<file path="src/rtl/crc_scan_pkg.sv">
// Register map, field positions and reset values of the CRC memory scanner
package crc_scan_pkg;
  // Register bus geometry, scan pointer, polynomial and trigger sizes
  localparam int ADDR_W = 4;
  localparam int DATA_W = 8;
  localparam int SCAN_ADDR_W = 22;
  localparam int POLY_W = 16;
  localparam int TRIG_N = 16;
  localparam int TSEL_W = 4;

  // Register offsets
  localparam logic [ADDR_W-1:0] OFS_SHIFT_LOW = 4'h0;
  localparam logic [ADDR_W-1:0] OFS_POLY_HIGH = 4'h1;
  localparam logic [ADDR_W-1:0] OFS_POLY_LOW = 4'h2;
  localparam logic [ADDR_W-1:0] OFS_CONTROL = 4'h3;
  localparam logic [ADDR_W-1:0] OFS_CUR_UPPER = 4'h4;
  localparam logic [ADDR_W-1:0] OFS_CUR_HIGH = 4'h5;
  localparam logic [ADDR_W-1:0] OFS_CUR_LOW = 4'h6;
  localparam logic [ADDR_W-1:0] OFS_END_UPPER = 4'h7;
  localparam logic [ADDR_W-1:0] OFS_END_HIGH = 4'h8;
  localparam logic [ADDR_W-1:0] OFS_END_LOW = 4'h9;
  localparam logic [ADDR_W-1:0] OFS_TRIG_SEL = 4'hA;
  localparam logic [ADDR_W-1:0] OFS_STATUS = 4'hB;

  // Control and status register fields
  localparam int CTL_EN = 7;
  localparam int CTL_TRIG = 6;
  localparam int CTL_GO = 5;
  localparam int CTL_REGION = 2;
  localparam int CTL_BURST = 1;
  localparam int CTL_BUSY = 0;
  localparam int STAT_DONE = 0;

  // Address byte slices
  localparam int UPPER_W = 6;
  localparam int HIGH_LSB = 8;
  localparam int UPPER_LSB = 16;

  // Highest trigger select code that names a real source
  localparam logic [TSEL_W-1:0] TSEL_LAST = 4'h9;

  // Reset values
  localparam logic [SCAN_ADDR_W-1:0] CUR_RESET = 22'h000000;
  localparam logic [SCAN_ADDR_W-1:0] END_RESET = 22'h3FFFFF;
  localparam logic [POLY_W-1:1] POLY_RESET = 15'h0000;
  localparam logic [DATA_W-1:0] BYTE_ZERO = 8'h00;
  localparam logic [TSEL_W-1:0] TSEL_RESET = 4'h0;

  // Fetch sequencer states
  typedef enum logic [2:0] {
    ST_IDLE = 3'b001,
    ST_WAIT = 3'b010,
    ST_PUSH = 3'b100
  } scan_state_t;
endpackage

</file>
<file path="src/rtl/scan_addr_step.sv">
// Next-address and end-of-scan compare for the scanner address pointer
`timescale 1ns/1ps
module scan_addr_step
  import crc_scan_pkg::*;
(
  input wire logic [SCAN_ADDR_W-1:0] cur_addr,
  input wire logic [SCAN_ADDR_W-1:0] end_addr,
  output logic [SCAN_ADDR_W-1:0] next_addr,
  output logic past_end,
  output logic at_end
);
  // Wraps at the top of the 22-bit space; a scan ending at 3FFFFF wraps to 0 and never goes past the end
  assign next_addr = cur_addr + {{(SCAN_ADDR_W-1){1'b0}}, 1'b1};
  // Pointer already beyond the last address
  assign past_end = cur_addr > end_addr;
  // Fetching the last address moves the pointer past the end, except an end of 3FFFFF, which wraps to 0
  assign at_end = cur_addr == end_addr;
endmodule

</file>
<file path="src/rtl/crc_memory_scanner.sv">
// Memory scanner feeding the CRC engine, with its registers
//
// The implementer's own choices: the plain strobed port and the register addresses.
`timescale 1ns/1ps
module crc_memory_scanner
  import crc_scan_pkg::*;
(
  input wire logic clk,
  input wire logic rst,
  input wire logic [ADDR_W-1:0] reg_addr,
  input wire logic [DATA_W-1:0] reg_wdata,
  input wire logic reg_wr,
  input wire logic reg_rd,
  output logic [DATA_W-1:0] reg_rdata,
  input wire logic [DATA_W-1:0] crc_shifter_low,
  input wire logic crc_engine_on,
  input wire logic crc_engine_go,
  input wire logic crc_ready,
  output logic [DATA_W-1:0] crc_data,
  output logic crc_data_valid,
  output logic [POLY_W-1:0] poly_tap,
  input wire logic [TRIG_N-1:0] trig_src,
  output logic mem_req,
  input wire logic mem_grant,
  input wire logic higher_pending,
  output logic [SCAN_ADDR_W-1:0] mem_addr,
  output logic mem_region,
  input wire logic [DATA_W-1:0] mem_rdata,
  output logic lower_blocked,
  output logic lower_cycle_free,
  output logic scan_done_flag
);
  // Software-visible state
  logic scanner_enable_q; // Scanner on/off
  logic trigger_gate_on_q; // Requests wait on trigger outside burst
  logic scanner_go_q; // Scan in progress
  logic region_select_q; // One selects data EEPROM
  logic burst_request_q; // Request held continuously
  logic [POLY_W-1:1] poly_tap_q; // Tap enables, bit 0 fixed
  logic [SCAN_ADDR_W-1:0] scan_current_addr_q; // Next address to fetch
  logic [SCAN_ADDR_W-1:0] scan_end_addr_q; // Last address of the scan
  logic [TSEL_W-1:0] trig_sel_q; // Trigger source select
  logic scan_done_q; // Sticky end-of-scan flag
  logic [DATA_W-1:0] rdata_q; // Read data, one cycle late
  // Fetch datapath
  scan_state_t state_q;
  logic [DATA_W-1:0] crc_data_q; // Word waiting for the engine
  logic [SCAN_ADDR_W-1:0] fetch_addr_q; // Address driven to memory
  logic fetch_region_q; // Region of the fetch in flight
  // Trigger synchroniser, the first stage is read only by the second
  logic [TRIG_N-1:0] trig_meta_q;
  logic [TRIG_N-1:0] trig_sync_q;
  // Combinational helpers
  logic [SCAN_ADDR_W-1:0] next_addr;
  logic past_end;
  logic at_end;
  logic trig_true;
  logic scan_active;
  logic take;
  logic busy;
  logic wr_ctl;
  logic wr_addr_ok;

  // Shared compare and increment
  scan_addr_step u_step (
    .cur_addr(scan_current_addr_q),
    .end_addr(scan_end_addr_q),
    .next_addr(next_addr),
    .past_end(past_end),
    .at_end(at_end)
  );

  // Trigger pins come from other clock domains
  always_ff @(posedge clk or posedge rst) begin
    if (rst) begin
      trig_meta_q <= '0;
      trig_sync_q <= '0;
    end else begin
      trig_meta_q <= trig_src;
      trig_sync_q <= trig_meta_q;
    end
  end

  // Reserved select codes never fire
  assign trig_true = (trig_sel_q <= TSEL_LAST) && trig_sync_q[trig_sel_q];

  assign scan_active = scanner_enable_q && scanner_go_q;
  assign busy = state_q != ST_IDLE;
  assign wr_ctl = reg_wr && (reg_addr == OFS_CONTROL);
  // Pointer bytes are frozen for the whole scan
  assign wr_addr_ok = reg_wr && !scanner_go_q;

  // Request generation per mode
  always_comb begin
    mem_req = 1'b0;
    if (scan_active && !past_end) begin
      if (burst_request_q) begin
        mem_req = 1'b1;
      end else if (trigger_gate_on_q) begin
        mem_req = !busy && crc_ready && trig_true;
      end else begin
        mem_req = !busy && crc_ready;
      end
    end
  end

  // A grant is only ours when nobody above us is asking
  assign take = mem_req && mem_grant && !higher_pending && !busy;
  // Burst owns the bus below our level until go drops
  assign lower_blocked = scan_active && burst_request_q;
  // Outside burst every cycle we do not take is free for lower levels
  assign lower_cycle_free = !lower_blocked && !take;

  // Sequencer: take, wait one cycle for memory, hand to engine
  always_ff @(posedge clk or posedge rst) begin
    if (rst) begin
      state_q <= ST_IDLE;
    end else begin
      unique case (state_q)
        ST_IDLE: begin
          if (take) begin
            state_q <= ST_WAIT;
          end
        end
        ST_WAIT: begin
          state_q <= ST_PUSH;
        end
        ST_PUSH: begin
          // Hold the word until the engine accepts it
          if (crc_ready) begin
            state_q <= ST_IDLE;
          end
        end
        default: begin
          state_q <= ST_IDLE;
        end
      endcase
    end
  end

  // Fetch address and region registered toward memory
  always_ff @(posedge clk or posedge rst) begin
    if (rst) begin
      fetch_addr_q <= CUR_RESET;
      fetch_region_q <= 1'b0;
    end else if (take) begin
      fetch_addr_q <= scan_current_addr_q;
      fetch_region_q <= region_select_q;
    end
  end
  assign mem_addr = fetch_addr_q;
  assign mem_region = fetch_region_q;

  // Capture the fetched word exactly once
  always_ff @(posedge clk or posedge rst) begin
    if (rst) begin
      crc_data_q <= BYTE_ZERO;
    end else if (state_q == ST_WAIT) begin
      crc_data_q <= mem_rdata;
    end
  end
  assign crc_data = crc_data_q;
  assign crc_data_valid = state_q == ST_PUSH;

  // Current address: loads from software while go is clear, steps on each take
  always_ff @(posedge clk or posedge rst) begin
    if (rst) begin
      scan_current_addr_q <= CUR_RESET;
    end else if (take) begin
      scan_current_addr_q <= next_addr;
    end else if (wr_addr_ok) begin
      unique case (reg_addr)
        OFS_CUR_UPPER: scan_current_addr_q[SCAN_ADDR_W-1:UPPER_LSB] <= reg_wdata[UPPER_W-1:0];
        OFS_CUR_HIGH: scan_current_addr_q[UPPER_LSB-1:HIGH_LSB] <= reg_wdata;
        OFS_CUR_LOW: scan_current_addr_q[HIGH_LSB-1:0] <= reg_wdata;
        default: begin
        end
      endcase
    end
  end

  // End address, also frozen while scanning
  always_ff @(posedge clk or posedge rst) begin
    if (rst) begin
      scan_end_addr_q <= END_RESET;
    end else if (wr_addr_ok) begin
      unique case (reg_addr)
        OFS_END_UPPER: scan_end_addr_q[SCAN_ADDR_W-1:UPPER_LSB] <= reg_wdata[UPPER_W-1:0];
        OFS_END_HIGH: scan_end_addr_q[UPPER_LSB-1:HIGH_LSB] <= reg_wdata;
        OFS_END_LOW: scan_end_addr_q[HIGH_LSB-1:0] <= reg_wdata;
        default: begin
        end
      endcase
    end
  end

  // Go bit: software sets or clears, hardware clears
  always_ff @(posedge clk or posedge rst) begin
    if (rst) begin
      scanner_go_q <= 1'b0;
    end else if (scanner_go_q && ((past_end && !busy) || !crc_engine_go)) begin
      // Hardware stop beats a software write in the same cycle
      scanner_go_q <= 1'b0;
    end else if (wr_ctl) begin
      scanner_go_q <= reg_wdata[CTL_GO];
    end
  end

  // Remaining control bits, plain storage
  always_ff @(posedge clk or posedge rst) begin
    if (rst) begin
      scanner_enable_q <= 1'b0;
      trigger_gate_on_q <= 1'b0;
      region_select_q <= 1'b0;
      burst_request_q <= 1'b0;
    end else if (wr_ctl) begin
      scanner_enable_q <= reg_wdata[CTL_EN];
      trigger_gate_on_q <= reg_wdata[CTL_TRIG];
      region_select_q <= reg_wdata[CTL_REGION];
      burst_request_q <= reg_wdata[CTL_BURST];
    end
  end

  // Polynomial taps and trigger select
  always_ff @(posedge clk or posedge rst) begin
    if (rst) begin
      poly_tap_q <= POLY_RESET;
      trig_sel_q <= TSEL_RESET;
    end else if (reg_wr) begin
      if (reg_addr == OFS_POLY_HIGH) begin
        poly_tap_q[POLY_W-1:DATA_W] <= reg_wdata;
      end
      if (reg_addr == OFS_POLY_LOW) begin
        poly_tap_q[DATA_W-1:1] <= reg_wdata[DATA_W-1:1];
      end
      if (reg_addr == OFS_TRIG_SEL) begin
        trig_sel_q <= reg_wdata[TSEL_W-1:0];
      end
    end
  end
  assign poly_tap = {poly_tap_q, 1'b1};

  // Done flag: the hardware set wins over a software clear
  always_ff @(posedge clk or posedge rst) begin
    if (rst) begin
      scan_done_q <= 1'b0;
    end else if (take && at_end) begin
      scan_done_q <= 1'b1;
    end else if (reg_wr && (reg_addr == OFS_STATUS) && reg_wdata[STAT_DONE]) begin
      scan_done_q <= 1'b0;
    end
  end
  assign scan_done_flag = scan_done_q;

  // Read mux, data stands only in the cycle after the strobe
  always_ff @(posedge clk or posedge rst) begin
    if (rst) begin
      rdata_q <= BYTE_ZERO;
    end else if (reg_rd) begin
      unique case (reg_addr)
        OFS_SHIFT_LOW: rdata_q <= crc_shifter_low;
        OFS_POLY_HIGH: rdata_q <= poly_tap_q[POLY_W-1:DATA_W];
        OFS_POLY_LOW: rdata_q <= {poly_tap_q[DATA_W-1:1], 1'b1};
        OFS_CONTROL: rdata_q <= {scanner_enable_q, trigger_gate_on_q, scanner_go_q, 2'b00,
                                 region_select_q, burst_request_q, busy};
        OFS_CUR_UPPER: rdata_q <= {2'b00, scan_current_addr_q[SCAN_ADDR_W-1:UPPER_LSB]};
        OFS_CUR_HIGH: rdata_q <= scan_current_addr_q[UPPER_LSB-1:HIGH_LSB];
        OFS_CUR_LOW: rdata_q <= scan_current_addr_q[HIGH_LSB-1:0];
        OFS_END_UPPER: rdata_q <= {2'b00, scan_end_addr_q[SCAN_ADDR_W-1:UPPER_LSB]};
        OFS_END_HIGH: rdata_q <= scan_end_addr_q[UPPER_LSB-1:HIGH_LSB];
        OFS_END_LOW: rdata_q <= scan_end_addr_q[HIGH_LSB-1:0];
        OFS_TRIG_SEL: rdata_q <= {4'h0, trig_sel_q};
        OFS_STATUS: rdata_q <= {7'h00, scan_done_q};
        default: rdata_q <= BYTE_ZERO;
      endcase
    end else begin
      rdata_q <= BYTE_ZERO;
    end
  end
  assign reg_rdata = rdata_q;
endmodule

</file>
<file path="config.mk">
export PLATFORM = sky130hd
export DESIGN_NAME = crc_memory_scanner
export DESIGN_NICKNAME = d
export VERILOG_FILES = /design/src/rtl/crc_scan_pkg.sv /design/src/rtl/scan_addr_step.sv /design/src/rtl/crc_memory_scanner.sv
export SDC_FILE = /design/constraint.sdc
export NUM_CORES = 1
export LEC_CHECK = 0
export BUFFER_PORTS_ARGS = -buffer_cell sky130_fd_sc_hd__buf_4
export CAP_MARGIN = 20
export CORE_AREA = 2 2 152 154
export DETAILED_ROUTE_END_ITERATION = 10
export DIE_AREA = 0 0 154 156
export GPL_TIMING_DRIVEN = 0
export PLACE_DENSITY = 0.48
export SLEW_MARGIN = 20
export SYNTH_ARGS = -nofsm -noshare
export SYNTH_HDL_FRONTEND = slang
export SYNTH_SLANG_ARGS = --single-unit
</file>
<file path="constraint.sdc">
create_clock -name clk -period 5.9 [get_ports clk]
set_input_delay 0.59 -clock clk [delete_from_list [all_inputs] [get_ports clk]]
set_output_delay 0.59 -clock clk [all_outputs]
set_load 0.05 [all_outputs]
</file>
==> run summary <==
status = complete, no violations
EDFF count, synth = 0
Sw Share = 0.388
first-pass GRT wire length = 34500 um
Mapped Nets = 676
fin. max-slew vios = 0
Syn. warnings = 0
Pre-Repair DR Iteration Count = 5
CP endpoint kind = output port
Avg Inst Size Synth = 11.1 sq um
Reg power frac = 0.396
Die Y = 156 um
post-synthesis mux area share = 0.173
DR vias/cell = 5.30
Clock Power Share = 0.286
Critical path origin = scan_end_addr_q[12]$_DFFE_PP1P_
Worst R2R End = scan_current_addr_q[19]$_DFFE_PP0P_
Worst slew margin = 0.309
Final setup viols = 0
Register Area = 0.00331 sq mm
worst skew pair latency = 440 ps
fin util = 0.372
Clock transition at path regs = 60 ps
GRT Total Usage = 0.195
grt ovf = 0
Required @ worst endpoint = 5310 ps
leakage = 0.00376 uW
fill cell count = 2222
vias in the first global route = 5505
Yosys reg bits = 131
Reg-to-Reg Start = scan_end_addr_q[12]$_DFFE_PP1P_
Synth Area in Adders = 0.0434
CTS Buf Count = 17
final wirelength = 22600 um
R2R Setup Slk = 2440 ps
Die Area = 0.0240 sq mm
CP Class = flip-flop to output port
final hold vios = 0
IO Count = 113
top post-synthesis cells by area = dfrtp_1, mux2_2, dfstp_2, ha_1, mux2i_1
most common flop cell mapped by yosys = dfrtp_1
largest family of logic cells by synthesized area = multiplexers
Final GP Congestion = 0.924
post-route setup TNS = 0 ps
simple-gate share of the synthesized area = 0.123
Netlist Area Pre-Place = 0.00663 sq mm
ys async rst share = 1.00
TritonCTS clock tree = yes
Netlist cell types = 60
Area Overhead vs Synth = 25.6%
DRC violations left = 0
critical path arrival = 3840 ps
Synth top area share = 0.407
post-CTS sizing = 0
core area = 0.0224 sq mm
fmax = 225 MHz
Avg WL per Cell = 22.3 um
Setup Fix Bufs, Post-CTS = 0
Hold/Removal Path Class = input pin to asynchronous set/reset pin
H-tree lvl count = 4
initial antenna violation count = 1
clock sinks = 131
Synth Area in Compound Gates = 0.122
Internal = 2250 uW
DR iter-0 viols = 401
RSZ-0062 raised after global routing = false
Vias = 5376
ANT nets after route = 0
Register-to-Register Path Depth = 10
Cell Rows = 55
largest net degree at the start of global routing = 86
Worst-Margin Slew = 1020 ps
power per standard cell area = 441 mW/mm^2
PortBufs = 96
xor-xnor portion of the synthesized cell area = 0
post-synthesis cell count = 600
Starting Density = 0.297
Fin Clk Skew = 12.6 ps
combinational power share = 0.319
CTS Buffer Depth = 2
Die W = 154 um
most frequent cell after synthesis = dfrtp_1
Max Cap Viol = 0
critical path startpoint category = flip-flop
Tcrit/Tclk final = 0.752
Multi-input gate area = 0.00307 sq mm
NetSw = 1430 uW
antenna cells = 0
IR drop worst, VDD = 0.203 mV
Synth area leader = dfrtp_1
CP Max Fanout = 10
nets = 792
post-synthesis sequential area ratio = 0.499
min cycle time layout = 4430 ps
ratio of cells with drive above 1 in the final layout = 0.340
top post-synthesis cells by count = dfrtp_1, mux2_2, nor2_1, nand2_1, inv_1
Root Driver = clkbuf_16
Post-CTS Hold Fix Bufs = 0
HPWL Detailed = 16700 um
[registers in the layout (all words and copies together), names as in the netlist]
signal / cells
burst_request_q: 1
crc_data: 8
mem_addr: 22
mem_region: 1
poly_tap_q: 15
reg_rdata: 8
region_select_q: 1
scan_current_addr_q: 22
scan_done_flag: 1
scan_end_addr_q: 22
scanner_enable_q: 1
scanner_go_q: 1
state_q: 3
trig_meta_q: 10
trig_sel_q: 4
trig_sync_q: 10
trigger_gate_on_q: 1
[cell type report]
type                    instances  share of cell area
flip-flops and latches        131               0.397
clock inverters                14              0.0182
well taps                     285              0.0428
inverters                      33              0.0158
plain buffers                  29              0.0165
repair buffers                 97              0.0898
clock buffers                  18              0.0515
multi-input cells             407               0.368
[layout by cell type, fill, tap and decap left out, types with 6 or more instances in the layout]
master / count
dfrtp_1: 108
buf_4: 101
mux2_2: 74
nor2_1: 45
nand2_1: 44
inv_1: 30
a21oi_1: 25
ha_1: 23
dfstp_2: 23
o21ai_0: 22
nand3_1: 21
mux2i_1: 20
clkbuf_1: 17
clkbuf_16: 17
nor3_1: 15
and3_1: 10
nand4_1: 9
a31oi_1: 8
and4_1: 6
[per-layer routing]
layer	part of all wire	track usage
met2	0.45	0.298
met3	0.055	0.0375
met4	0.024	0.0739
met5	0	0
met1	0.47	0.275
[how the worst max path moves through the flow]
stage / to / slack, ps / cells past startpoint
after floorplan: burst_request_q$_DFFE_PP0P_ / 1850 / 1
after global routing: lower_cycle_free / 1350 / 10
after global placement: mem_addr[19]$_DFFE_PP0N_ / 290 / 2
after detailed placement: lower_cycle_free / 1950 / 10
after CTS: lower_cycle_free / 1500 / 10
final: lower_cycle_free / 1470 / 10
[power groups by stage]
stage	Combinational (uW)	Sequential [uW]	Clock [uW]
floorplan	596	1560	0
global placement	1140	1470	0
detailed placement	1170	1470	0
CTS	1170	1450	1070
global route	1270	1490	1120
finish	1170	1450	1050
[cells by family after synthesis]
kind of cell | Yosys count
flops | 131
compound gates | 116
simple gates | 168
buf+inv | 62
mux | 99
fa+ha+maj | 23
other cells | 1
[critical path, stage by stage (launching register included)]
cell and delay [ps]:
dfstp_2 520, inv_1 80, ha_1 330, and4_1 220
nor4bb_1 470, nand4_1 550, a21oi_4 430, buf_6 200
buf_2 320, nor2_1 90, buf_4 200
[per-stage QoR]
step | std cells | power (uW) | hold slack, ps | worst slack [ps] | cell area, sq um
floorplan | 600 | 2160 | 331 | 1850 | 6630
global placement | 981 | 2610 | 337 | 293 | 7710
detailed placement | 982 | 2630 | 335 | 1950 | 7740
CTS | 1014 | 3700 | 139 | 1500 | 8330
global route | 1014 | 3880 | 160 | 1350 | 8330
finish | 1014 | 3670 | 129 | 1470 | 8330
Note: power is estimated with default switching activity, not from simulation.
